<file path="src/logic/synth_cfg_defs.vh">
// Constants for the synthesizer serial reconfiguration block.
// Function
// - Configuration lives in a 27-bit shift register fed serially on configuration clock.
// - Loader presents bit by rising edge; device captures on following falling edge.
// - Bit leaving the far end of the shift register drives serial output.
// - First bit shifted lands in bit 26; word goes most significant first.
// - Serial configuration applies only when test mode is enabled; else static.
// - Reference divider is bits 3:0, feedback divider bits 10:4.
// - Output divider is bits 13:11, filter range bits 16:14.
// - Lock goes high only with frequency lock and good phase lock.
// - Bypass powers the core down and passes the reference through.
// - Low-power hold latches output level so it stops toggling.
// - Feedback fine delay has 16 steps of 0.15 ns, fixed or dynamic.
// - Fixed setting n gives n+1 unit delay steps.
// - Extra output delay applies only to single port or port A.
// - Single-port phase shifter offers 0 or 90 degree outputs.
// - Two-port shifter: divide-by-4 gives B 0/90 degrees; divide-by-7 gives 3.5:1 or 7:1.
`ifndef SYNTH_CFG_DEFS_VH
`define SYNTH_CFG_DEFS_VH
`define CFG_W 27
`define CFG_MSB 26
`define REFDIV_LSB 0
`define REFDIV_W 4
`define FBDIV_LSB 4
`define FBDIV_W 7
`define OUTDIV_LSB 11
`define OUTDIV_W 3
`define FILT_LSB 14
`define FILT_W 3
`define STEP_PS 150
`define DLY_W 4
`define DLY_MAX_STEPS 16
`define LOCK_CYCLES 64
`define CNT_W 8
`endif

</file>
<file path="src/logic/synth_cfg_shift.v">
// Configuration shift register stored in the core clock domain.
`timescale 1ns/1ps
module synth_cfg_shift #(
  parameter WIDTH = 27
) (
  input wire i_core_clk,
  input wire i_rst_b,
  input wire i_shift,
  input wire i_bit,
  output reg [WIDTH-1:0] o_word
);
  always @(posedge i_core_clk) begin
    if (!i_rst_b) begin
      o_word <= {WIDTH{1'b0}};
    end else if (i_shift) begin
      // Left shift so the first bit ends at the top after a full load.
      o_word <= {o_word[WIDTH-2:0], i_bit};
    end
  end
endmodule // synth_cfg_shift

</file>
<file path="src/logic/synth_reconfig.v">
// Synthesizer control with serial runtime reconfiguration.
`timescale 1ns/1ps
`include "synth_cfg_defs.vh"
module synth_reconfig #(
  parameter TEST_MODE = 1,
  parameter LOCK_CYCLES = `LOCK_CYCLES,
  parameter [`REFDIV_W-1:0] STATIC_REFDIV = 4'h0,
  parameter [`FBDIV_W-1:0] STATIC_FBDIV = 7'h00,
  parameter [`OUTDIV_W-1:0] STATIC_OUTDIV = 3'h1,
  parameter [`FILT_W-1:0] STATIC_FILT = 3'h1,
  parameter FB_DELAY_DYNAMIC = 0,
  parameter OUT_DELAY_DYNAMIC = 0,
  parameter [`DLY_W-1:0] FB_DELAY_FIXED = 4'h0,
  parameter [`DLY_W-1:0] OUT_DELAY_FIXED = 4'h0,
  parameter TWO_PORT = 0,
  parameter DIV7_MODE = 0
) (
  input wire i_core_clk,
  input wire i_rst_b,
  input wire i_cfg_clk,
  input wire i_cfg_serial_in,
  input wire i_synth_reset_n,
  input wire i_bypass,
  input wire i_low_power_hold,
  input wire i_ref_clk,
  input wire i_freq_locked,
  input wire i_phase_good,
  input wire i_phase_90,
  input wire i_half_ratio,
  input wire [7:0] i_delay_select_inputs,
  input wire i_synth_clk,
  output reg o_cfg_serial_out,
  output reg o_lock,
  output reg o_core_power_down,
  output reg o_synth_out_fabric,
  output reg o_synth_out_global_net,
  output reg o_port_b_out,
  output reg [`REFDIV_W-1:0] o_reference_divider,
  output reg [`FBDIV_W-1:0] o_feedback_divider,
  output reg [`OUTDIV_W-1:0] o_output_divider,
  output reg [`FILT_W-1:0] o_filter_range,
  output reg [`DLY_W:0] o_fb_delay_steps,
  output reg [`DLY_W:0] o_out_delay_steps,
  output reg [11:0] o_fb_delay_ps,
  output reg o_port_b_phase_90,
  output reg [1:0] o_port_b_ratio
);
  localparam ST_RESET = 2'h0;
  localparam ST_ACQUIRE = 2'h1;
  localparam ST_LOCKED = 2'h2;

  // Two-flop synchronisers for everything arriving from outside.
  reg [2:0] sclk_s_r;
  reg [1:0] sdi_s_r;
  reg [1:0] rstn_s_r;
  reg [1:0] byp_s_r;
  reg [1:0] hold_s_r;
  reg [1:0] fl_s_r;
  reg [1:0] pg_s_r;
  reg [1:0] ref_s_r;
  reg [1:0] gen_s_r;
  reg [1:0] ph90_s_r;
  reg [1:0] half_s_r;
  // The select word is treated as quasi-static: a change that lands across
  // a sampling edge may show one mixed value for a single cycle.
  reg [7:0] dsel_a_r;
  reg [7:0] dsel_b_r;
  wire [`CFG_W-1:0] cfg_word;
  wire sclk_fall;
  reg [1:0] state_r;
  reg [1:0] state_nxt;
  reg [`CNT_W-1:0] lock_cnt_r;
  reg out_level;

  function [`DLY_W:0] delay_steps;
    input [`DLY_W-1:0] n;
    begin
      delay_steps = {1'b0, n} + 5'h01;
    end
  endfunction

  always @(posedge i_core_clk) begin
    if (!i_rst_b) begin
      sclk_s_r <= 3'h0;
      sdi_s_r <= 2'h0;
      rstn_s_r <= 2'h0;
      byp_s_r <= 2'h0;
      hold_s_r <= 2'h0;
      fl_s_r <= 2'h0;
      pg_s_r <= 2'h0;
      ref_s_r <= 2'h0;
      gen_s_r <= 2'h0;
      ph90_s_r <= 2'h0;
      half_s_r <= 2'h0;
      dsel_a_r <= 8'h00;
      dsel_b_r <= 8'h00;
    end else begin
      sclk_s_r <= {sclk_s_r[1:0], i_cfg_clk};
      sdi_s_r <= {sdi_s_r[0], i_cfg_serial_in};
      rstn_s_r <= {rstn_s_r[0], i_synth_reset_n};
      byp_s_r <= {byp_s_r[0], i_bypass};
      hold_s_r <= {hold_s_r[0], i_low_power_hold};
      fl_s_r <= {fl_s_r[0], i_freq_locked};
      pg_s_r <= {pg_s_r[0], i_phase_good};
      ref_s_r <= {ref_s_r[0], i_ref_clk};
      gen_s_r <= {gen_s_r[0], i_synth_clk};
      ph90_s_r <= {ph90_s_r[0], i_phase_90};
      half_s_r <= {half_s_r[0], i_half_ratio};
      dsel_a_r <= i_delay_select_inputs;
      dsel_b_r <= dsel_a_r;
    end
  end

  // The data bit is one sync stage ahead of the clock edge seen here, so
  // it was stable at the rising edge and is taken at the falling edge.
  assign sclk_fall = sclk_s_r[2] & ~sclk_s_r[1];

  synth_cfg_shift #(
    .WIDTH(`CFG_W)
  ) u_shift (
    .i_core_clk(i_core_clk),
    .i_rst_b(i_rst_b),
    .i_shift(sclk_fall),
    .i_bit(sdi_s_r[1]),
    .o_word(cfg_word)
  );

  always @(posedge i_core_clk) begin
    if (!i_rst_b) begin
      o_cfg_serial_out <= 1'b0;
    end else begin
      o_cfg_serial_out <= cfg_word[`CFG_MSB];
    end
  end

  // Settings are taken only while the synthesizer reset is released, so a
  // half-shifted word never reaches the dividers.
  always @(posedge i_core_clk) begin
    if (!i_rst_b) begin
      o_reference_divider <= STATIC_REFDIV;
      o_feedback_divider <= STATIC_FBDIV;
      o_output_divider <= STATIC_OUTDIV;
      o_filter_range <= STATIC_FILT;
    end else if (TEST_MODE != 0 && rstn_s_r[1]) begin
      o_reference_divider <=
        cfg_word[`REFDIV_LSB +: `REFDIV_W];
      o_feedback_divider <= cfg_word[`FBDIV_LSB +: `FBDIV_W];
      o_output_divider <= cfg_word[`OUTDIV_LSB +: `OUTDIV_W];
      o_filter_range <= cfg_word[`FILT_LSB +: `FILT_W];
    end else if (TEST_MODE == 0) begin
      o_reference_divider <= STATIC_REFDIV;
      o_feedback_divider <= STATIC_FBDIV;
      o_output_divider <= STATIC_OUTDIV;
      o_filter_range <= STATIC_FILT;
    end
  end

  // Delay stages: fixed parameter or the dynamic select inputs.
  always @(posedge i_core_clk) begin
    if (!i_rst_b) begin
      o_fb_delay_steps <= 5'h00;
      o_out_delay_steps <= 5'h00;
      o_fb_delay_ps <= 12'h000;
    end else begin
      o_fb_delay_steps <= delay_steps(FB_DELAY_DYNAMIC != 0 ?
        dsel_b_r[3:0] : FB_DELAY_FIXED);
      // Only one extra stage exists: it serves port A or the single port.
      o_out_delay_steps <= delay_steps(OUT_DELAY_DYNAMIC != 0 ?
        dsel_b_r[7:4] : OUT_DELAY_FIXED);
      // Sixteen steps reach 2400 ps, so the product needs twelve bits.
      o_fb_delay_ps <= o_fb_delay_steps * 12'd`STEP_PS;
    end
  end

  // Shifter modes.
  always @(posedge i_core_clk) begin
    if (!i_rst_b) begin
      o_port_b_phase_90 <= 1'b0;
      o_port_b_ratio <= 2'h0;
    end else if (TWO_PORT == 0 || DIV7_MODE == 0) begin
      o_port_b_phase_90 <= ph90_s_r[1];
      o_port_b_ratio <= 2'h0;
    end else begin
      o_port_b_phase_90 <= 1'b0;
      o_port_b_ratio <= half_s_r[1] ? 2'h1 : 2'h2;
    end
  end

  // Lock tracking.
  always @* begin
    state_nxt = state_r;
    case (state_r)
      ST_RESET: begin
        if (rstn_s_r[1] && !byp_s_r[1]) begin
          state_nxt = ST_ACQUIRE;
        end
      end
      ST_ACQUIRE: begin
        if (lock_cnt_r >= LOCK_CYCLES[`CNT_W-1:0]) begin
          state_nxt = ST_LOCKED;
        end
      end
      ST_LOCKED: begin
        if (!(fl_s_r[1] && pg_s_r[1])) begin
          state_nxt = ST_ACQUIRE;
        end
      end
      default: begin
        state_nxt = ST_RESET;
      end
    endcase
    if (!rstn_s_r[1] || byp_s_r[1]) begin
      state_nxt = ST_RESET;
    end
  end

  always @(posedge i_core_clk) begin
    if (!i_rst_b) begin
      state_r <= ST_RESET;
      lock_cnt_r <= {`CNT_W{1'b0}};
      o_lock <= 1'b0;
    end else begin
      state_r <= state_nxt;
      if (state_r == ST_ACQUIRE && fl_s_r[1] && pg_s_r[1]) begin
        lock_cnt_r <= lock_cnt_r + 8'h01;
      end else begin
        lock_cnt_r <= {`CNT_W{1'b0}};
      end
      o_lock <= (state_nxt == ST_LOCKED);
    end
  end

  // Output path: bypass passes the reference, hold freezes the level.
  always @* begin
    if (byp_s_r[1]) begin
      out_level = ref_s_r[1];
    end else begin
      out_level = gen_s_r[1];
    end
  end

  always @(posedge i_core_clk) begin
    if (!i_rst_b) begin
      o_core_power_down <= 1'b1;
      o_synth_out_fabric <= 1'b0;
      o_synth_out_global_net <= 1'b0;
      o_port_b_out <= 1'b0;
    end else begin
      o_core_power_down <= byp_s_r[1];
      if (!hold_s_r[1]) begin
        o_synth_out_fabric <= out_level;
        o_synth_out_global_net <= out_level;
        o_port_b_out <= out_level;
      end
    end
  end
endmodule // synth_reconfig

</file>
<file path="config.mk">
export PLATFORM = sky130hd
export DESIGN_NAME = synth_reconfig
export DESIGN_NICKNAME = d
export VERILOG_FILES = /design/src/logic/synth_cfg_shift.v /design/src/logic/synth_reconfig.v
export VERILOG_INCLUDE_DIRS = /design/src /design/src/logic
export SDC_FILE = /design/constraint.sdc
export NUM_CORES = 1
export LEC_CHECK = 0
export BUFFER_PORTS_ARGS = -buffer_cell sky130_fd_sc_hd__buf_2
export CAP_MARGIN = 30
export CORE_ASPECT_RATIO = 1.2
export CORE_MARGIN = 2
export CORE_UTILIZATION = 24
export DETAILED_ROUTE_END_ITERATION = 6
export GPL_TIMING_DRIVEN = 0
export HOLD_SLACK_MARGIN = 0.1
export PLACE_DENSITY = 0.4
export SLEW_MARGIN = 20
export SYNTH_ARGS = -nofsm -noshare
export SYNTH_HDL_FRONTEND = slang
export SYNTH_SLANG_ARGS = --single-unit
</file>
<file path="constraint.sdc">
create_clock -name i_core_clk -period 1.45 [get_ports i_core_clk]
set_clock_uncertainty 0.1 [all_clocks]
set_input_delay 0.2175 -clock i_core_clk [delete_from_list [all_inputs] [get_ports i_core_clk]]
set_output_delay 0.2175 -clock i_core_clk [all_outputs]
set_load 0.01 [all_outputs]
</file>
### Yosys cells after proc, flatten, opt, wreduce, memory -nomap -nowiden

Cells that the tools add are included.
W data, S select, Z words.

* multiplexer cells: 7
* divide/modulo/power cells: 0
* eq/ne operators: 3
* add/subtract/negate cells: 1
* multipliers: 1
* reduce and logical (&&, ||, !) cells: 9
* bitwise logic cells: 2
* shifts and indexed selects: 0
* $lt $le $gt $ge: 1

Operators with widths (count)
* $mul A5 B7 Y11 const B: 1
* $add A8 B1 Y8 const B: 1
* $ge A8 B7 Y1 const B: 1
* $mux W2: 4
* $pmux W2 S3: 1
* $eq A2 B2 Y1 const B: 2
* $logic_and A1 B1 Y1: 4
* $eq A2 B1 Y1 const B: 1
* $logic_not A1 Y1: 2
* $logic_not A2 Y1: 1
* $mux W1: 2
* $reduce_and A2 Y1: 1
* $and A1 B1 Y1: 1
* $logic_or A1 B1 Y1: 1
* $not A1 Y1: 1

* memories kept: 0
* bits in writable memories: 0
* output and inout port bits: 48
* bits in latches: 0
* input bits: 21
* flip-flop bits (word level): 97
* logic and storage cells: 49
* bits in read-only memories: 0

### Logic depth before layout (Yosys ltp)

Gate-level depths: netlist (run 1).

* word-level depth: 6
* gate-level depth with buffers: 5
* depth with buffers taken out: 4

### Hierarchy

A second synthesis (run 1) with hierarchy kept.

* cells, all modules: 272
* area total of the unflattened synthesis: 3026.7 um2

By module, submodules not included
* synth_reconfig: area an instance 1988.2 um2, times used 1, cells an instance 186, seq. area each 1101.1 um2
* synth_cfg_shift: area an instance 1038.5 um2, times used 1, cells an instance 86, seq. area each 540.5 um2

### Least setup slack after synthesis (run 1)

No wires, ideal clock.

* kind: flip-flop to flip-flop
* from: register lock_cnt_r[0]
* to: register lock_cnt_r[6]
* period minus slack after synthesis: 1.294 ns
* path buffers: 0
* required time: 1.274 ns
* arrival: 1.118 ns
* setup slack: 0.156 ns
* library setup time: 0.076 ns
* stages on the path, launching flop included: 5
* cell sequence: dfxtp_1 -> ha_1 -> nand3_1 -> or3_1 -> a21oi_1

* word-level cells in the longest chain between the ends: 1

RTL lines
* from (decl): RTL line synth_reconfig.v:72 `` reg [`CNT_W-1:0] lock_cnt_r; ``
* from (signal assigned): RTL line synth_reconfig.v:220 `` lock_cnt_r <= {`CNT_W{1'b0}}; ``
* from (signal assigned): RTL line synth_reconfig.v:225 `lock_cnt_r <= lock_cnt_r + 8'h01;`
* from (signal assigned): RTL line synth_reconfig.v:227 `` lock_cnt_r <= {`CNT_W{1'b0}}; ``
* $add A8 B1 Y8: RTL line synth_reconfig.v:225

No other way between the ends.
A chain may end at the register's enable or synchronous reset.

### Final worst setup path (run 1)

Ends and elaborated chain as after synthesis.

==> qor.yml, run 1 <==
clkSlewWorstSetupHoldPaths_ps: 60
hold_slack_ps: 89.91
multi_input_area_um2: 1137
critPathKind: "flop to flop"
worst_setup_path_end_kind: "flop"
cap_violations: 0
grt_pass1_vias: 1985
post-route-util_pct: 32.23
worstSetupStartpoint: "lock_cnt_r[0]"
required_ps: 1610
netlist_top_cells_area: "dfxtp_1 (55%), nand2_1 (7.4%), a21boi_1 (6.8%)"
p_int_mw: 4.100
clock_sinks: 82
endpoint: "lock_cnt_r[6]"
synth_edf_count: 0
seqPwrFrac_pct: 45.0
grt_pass1_wl_mm: 9.749
antennaDiodeCount: 0
r2r_end: "lock_cnt_r[6]"
critPathMaxFanout: 5
drc_errors: 0
post_cts_buffers: 0
p_per_area_nw_per_um2: 1310
synth-seq-area-share_pct: 55.17
p_comb_share_pct: 4.8
hold_violations: 0
ir_worst_vdd_uv: 640.1
final_cells: 549
io_pins: 69
start_util_pct: 24.57
register_area_um2: 1647
clockPowerShare_pct: 50.2
nNetsFinal: 405
final_cell_mix: "dfxtp_1 (80), nand2_1 (59), buf_2 (45), a21boi_1 (27)"
dp_hpwl_mm: 3.979
synth_area_leader_cell: "dfxtp_1"
cts_tree: "built"
place_area_um2: 3446
synth_area_um2: 2975
finalCritPeriodShare_pct: 93.18
ys_warn_count: 0
synth_top_area_share_pct: 55.17
hold_class: "input pin to flop"
grt_usage_pct: 9.533
die_area_um2: 13310
power.switching_mw: 1.015
h-tree-depth: 3
dieHeight_um: 126.0
num_rows: 44
syn_to_final_growth_pct: 31.20
dp_worst_setup_slack_ps: -30.31
cp-start-kind: "flop"
power.leakage_nw: 1.571
synthArstFlopShare_pct: 0
antenna_left: 0
min-delay-start: "i_rst_b"
setup_viol: 0
yosysUniqueCellTypes: 28
dr.first_iter.drc_count: 44
r2r_start: "lock_cnt_r[0]"
routabilityCongestion: 0.6720
syn_inst: 303
drive_above_1_share_pct: 24.23
layout_commonest_cell: "dfxtp_1"
viasPerCell: 3.816
design_area_um2: 3904
antenna_found_initial: 0
outcome: "completed"
first_pass_iters: 4
wl_per_cell_um: 10.67
clockRootBuffer: "clkbuf_16"
reg2reg_depth: 4
core-area_um2: 12110
cts-buffers-inserted: 9
swShare_pct: 19.84
port_buffers: 41
fillers: 1303
clock_latency_ps: 340
cts_buffer_depth: 2
dpl.cell_count: 522
worst_ep_arrival_time_ps: 1510
report.final.slew_viol_count: 0
setup_ws_ps: 98.90
period_needed_ps: 1351
dr_total_vias: 2095
max_freq_mhz: 740.1
fp.dieW_um: 105.6
grt_max_degree: 14
postRouteWirelength_mm: 5.856
reg2reg_slack_ps: 100
ys_seq_elements: 82
rsz0062_at_grt: "false"
synthFlopType: "dfxtp_1"
syn_area_per_cell_um2: 9.820
grt_overflow: 0
-- sequential cells by signal, summed over array words and instances (netlist names), 3 cells and up --
register / count
o_reference_divider: 4
o_output_divider: 3
o_feedback_divider: 7
lock_cnt_r: 8
o_filter_range: 3
sclk_s_r: 3
u_shift.o_word: 27
-- worst min-delay path by stage --
stage	cells past startpoint	end
after floorplan	0	o_out_delay_steps[0]
after global placement	1	gen_s_r[1]
after detailed placement	1	fl_s_r[1]
after CTS	2	o_core_power_down
after global routing	2	o_core_power_down
final	2	o_core_power_down
-- metrics by stage --
| step | setup TNS (ps) | power, mW |
|---|---|---|
| final | 0 | 5.115 |
| after global routing | 0 | 5.300 |
| after CTS | 0 | 5.205 |
| after detailed placement | -274.1 | 2.580 |
| after global placement | -112.3 | 2.579 |
| after floorplan | 0 | 2.512 |
-- area by class of cell --
class | instances | area share, %
repair buffers | 52 | 8.077
inverters | 2 | 0.1923
multi-input cells | 197 | 29.13
well taps | 161 | 5.160
clock inverters | 5 | 2.628
plain buffers | 39 | 6.667
flip-flops and latches | 82 | 42.18
clock buffers | 11 | 5.962
-- power by group through the flow --
stage	clock (mW)	combinational [mW]	sequential, mW
finish	2.57	0.247	2.30
global route	2.72	0.274	2.30
global placement	0	0.227	2.35
floorplan	0	0.157	2.35
CTS	2.65	0.251	2.30
detailed placement	0	0.227	2.35
-- synth_stat cells, types with 2 or more instances --
cell       n
clkbuf_1   7
or3_1      2
a21oi_1    4
dfxtp_1   82
and2_1    25
nor2b_1   17
o21ai_0    4
a21boi_1  27
nor2_1     6
nand3_1    5
buf_4     25
mux2i_1   18
xor2_1     2
nand2b_1   2
buf_2      6
nand2_1   59
-- kinds of logic (layout without fill, tap and decap cells) --
logic type      after synthesis  count (layout)  share of synthesized area [%]
xor+xnor                      3               3                         0.8833
flops                        82              82                          55.17
buf+inv                      41             109                          8.831
other cells                   1              18                         0.1260
compound gates               38              38                          8.999
fa+ha+maj                     1               1                         0.4205
mux                          18              18                          6.055
simple gates                119             119                          19.51
-- critical path: stages (launching register included) --
cell and delay (ps):
dfxtp_4 370, ha_2 190, nand3_1 120, or3_1 360
a21oi_1 140
-- timing repair --
item	CTS	global route
hold endpoints to repair	11	0
hold buffers	11	0
setup endpoints to repair	0	6
gates resized for setup	0	6
-- layer usage --
| metal | share of wire (%) | global-route usage [%] | up-vias |
|---|---|---|---|
| met5 | 0 | 0 | - |
| met2 | 47 | 14.84 | 40 |
| li1 | - | - | 1094 |
| met3 | 3.8 | 2.122 | 10 |
| met4 | 2.9 | 6.734 | 0 |
| met1 | 47 | 11.61 | 951 |
Power figures use the tool's default switching activity.
==> inputs of run 2 (changes only) <==
BUFFER_PORTS_ARGS = -buffer_cell sky130_fd_sc_hd__buf_4   (was -buffer_cell sky130_fd_sc_hd__buf_2)
==> qor.yml, run 2 (synthesized netlist as in run 1, its figures left out) <==
reg2reg_slack_ps: 90  # about the same
worst_setup_path_end_kind: "flop"
worstSetupStartpoint: "i_rst_b"
grt_usage_pct: 9.419  # -0.11 points
postRouteWirelength_mm: 5.905  # +0.84%
antenna_left: 0  # unchanged
die_area_um2: 13310  # unchanged
dp_hpwl_mm: 4.066  # +2.2%
final_cell_mix: "dfxtp_1 (80), buf_4 (66), nand2_1 (59), a21boi_1 (27), and2_1 (25)"
clock_latency_ps: 330  # about the same
cp-start-kind: "input pin"
grt_pass1_vias: 2016  # +1.6%
p_total_mw: 4.799  # -6.2%
top_regs: "u_shift.o_word (27), lock_cnt_r (8), o_feedback_divider (7)"
clockRootBuffer: "clkbuf_16"
hold_class: "input pin to flop"
critPathKind: "input pin to flop"
num_rows: 44  # unchanged
syn_to_final_growth_pct: 33.22
grt_overflow: 0  # unchanged
finalCritPeriodShare_pct: 95.20  # +2.0 points
register_area_um2: 1644  # -0.15%
required_ps: 1610  # about the same
first_pass_iters: 4  # unchanged
r2r_end: "lock_cnt_r[6]"
drc_errors: 0  # unchanged
nNetsFinal: 405  # unchanged
report.final.slew_viol_count: 0  # unchanged
dr.first_iter.drc_count: 56  # +27%
h-tree-depth: 3  # unchanged
post-route-util_pct: 32.73  # +0.50 points
worst_ep_arrival_time_ps: 1540  # +30 ps
clkSlewWorstSetupHoldPaths_ps: 60  # about the same
cts-buffers-inserted: 9  # unchanged
dpl.cell_count: 522  # unchanged
cts_tree: "built"
port_buffers: 41  # unchanged
p_per_area_nw_per_um2: 1211  # -7.6%
fp.dieW_um: 105.6  # unchanged
io_pins: 69  # unchanged
cts_buffer_depth: 2  # unchanged
grt_pass1_wl_mm: 9.729  # -0.21%
cap_violations: 0  # unchanged
fillers: 1305  # +0.15%
largest_register: "u_shift.o_word"
reg2reg_depth: 4  # unchanged
setup_ws_ps: 69.54  # -29.35 ps
clock_sinks: 82  # unchanged
tns_ps: 0  # unchanged
cp_slowest_cell: "dlygate4sd3_1"
antennaDiodeCount: 0  # unchanged
hold_violations: 0  # unchanged
outcome: "completed"
grt_max_degree: 15  # +1
ir_worst_vdd_uv: 491.4  # -23%
worstHoldPathCells: 3  # +1
dieHeight_um: 126.0  # unchanged
routabilityCongestion: 0.6725  # about the same
multi_input_area_um2: 1137  # unchanged
drive_above_1_share_pct: 24.74  # +0.52 points
r2r_start: "lock_cnt_r[0]"
core-area_um2: 12110  # unchanged
dp_worst_setup_slack_ps: 46.97  # +77.28 ps
dr_total_vias: 2117  # +1.1%
max_freq_mhz: 724.4  # -2.1%
final_cells: 549  # unchanged
layout_commonest_cell: "dfxtp_1"
largest_register_ffs: 27  # unchanged
viasPerCell: 3.856  # +1.1%
period_needed_ps: 1380  # +29.35 ps
antenna_found_initial: 0  # unchanged
wl_per_cell_um: 10.76  # +0.84%
crit_chain: "buf_4 > dlygate4sd3_1 > nand2b_1 > a211o_1 > a21oi_1"
worst_path_largest_cell_delay_ps: 650  # +280 ps
critPathMaxFanout: 8  # +3
power.leakage_nw: 1.559  # -0.76%
holdPathEnd: "o_output_divider[0]"
start_util_pct: 24.57  # unchanged
min-delay-start: "i_rst_b"
setup_viol: 0  # unchanged
-- run 2: changes by cell type in the layout (fill, tap and decap cells not counted), sizes merged --
cell / previous run / this run
clkinvlp: 1 / 4
bufinv: 3 / 1
clkbuf: 20 / 18
clkinv: 1 / 2
-- run 2: critical path: cells and delay by family --
| family | cells | cell delay (ps) |
|---|---|---|
| buf+inv | 2 | 790 |
| compound gates | 2 | 440 |
| simple gates | 1 | 100 |
-- run 2: power by group --
| part | total, mW | internal [mW] | switching (mW) |
|---|---|---|---|
| sequential | 2.30 | 2.29 | 0.0132 |
| combinational | 0.266 | 0.149 | 0.116 |
| clock | 2.23 | 1.33 | 0.905 |
-- run 2: layout make-up --
cell class / count / area share, %
clock inverter: 7 / 1.768
clock buffer: 9 / 5.682
timing repair buffer: 52 / 10.54
multi-input combinational: 197 / 28.69
inverter: 2 / 0.1894
sequential: 82 / 41.48
buffer: 39 / 6.566
tap: 161 / 5.082
-- run 2: per-stage QoR --
step / instance area, um2 / hold slack [ps]
3_5_place_dp: 3548 / 318.9
6_report: 3964 / 303.1
4_1_cts: 3954 / 333.0
3_3_place_gp: 3548 / 314.6
5_1_grt: 3964 / 341.2
2_1_floorplan: 3039 / 145.2
-- run 2: timing repair --
item | 4_1_cts | 5_1_grt
setup endpoints to repair | 0 | 3
endpoints found under the hold margin | 12 | 0
buffers inserted | 0 | 0
hold buffers | 11 | 0
resized for setup | 0 | 5
-- run 2: metal layers --
metal	vias to the layer above	share of wire (%)	GRT usage [%]
met5	-	0	0
met4	0	2.3	5.573
met3	10	4.1	2.381
met2	36	47	14.80
met1	983	47	11.63
li1	1088	-	-
-- run 2: how the worst max path moves through the flow --
| stage | to | slack [ps] |
|---|---|---|
| after floorplan | lock_cnt_r[6] | 160 |
| after global placement | lock_cnt_r[6] | 40 |
| after detailed placement | lock_cnt_r[6] | 50 |
| after CTS | lock_cnt_r[6] | 30 |
| after global routing | lock_cnt_r[6] | -20 |
| final | state_r[1] | 70 |
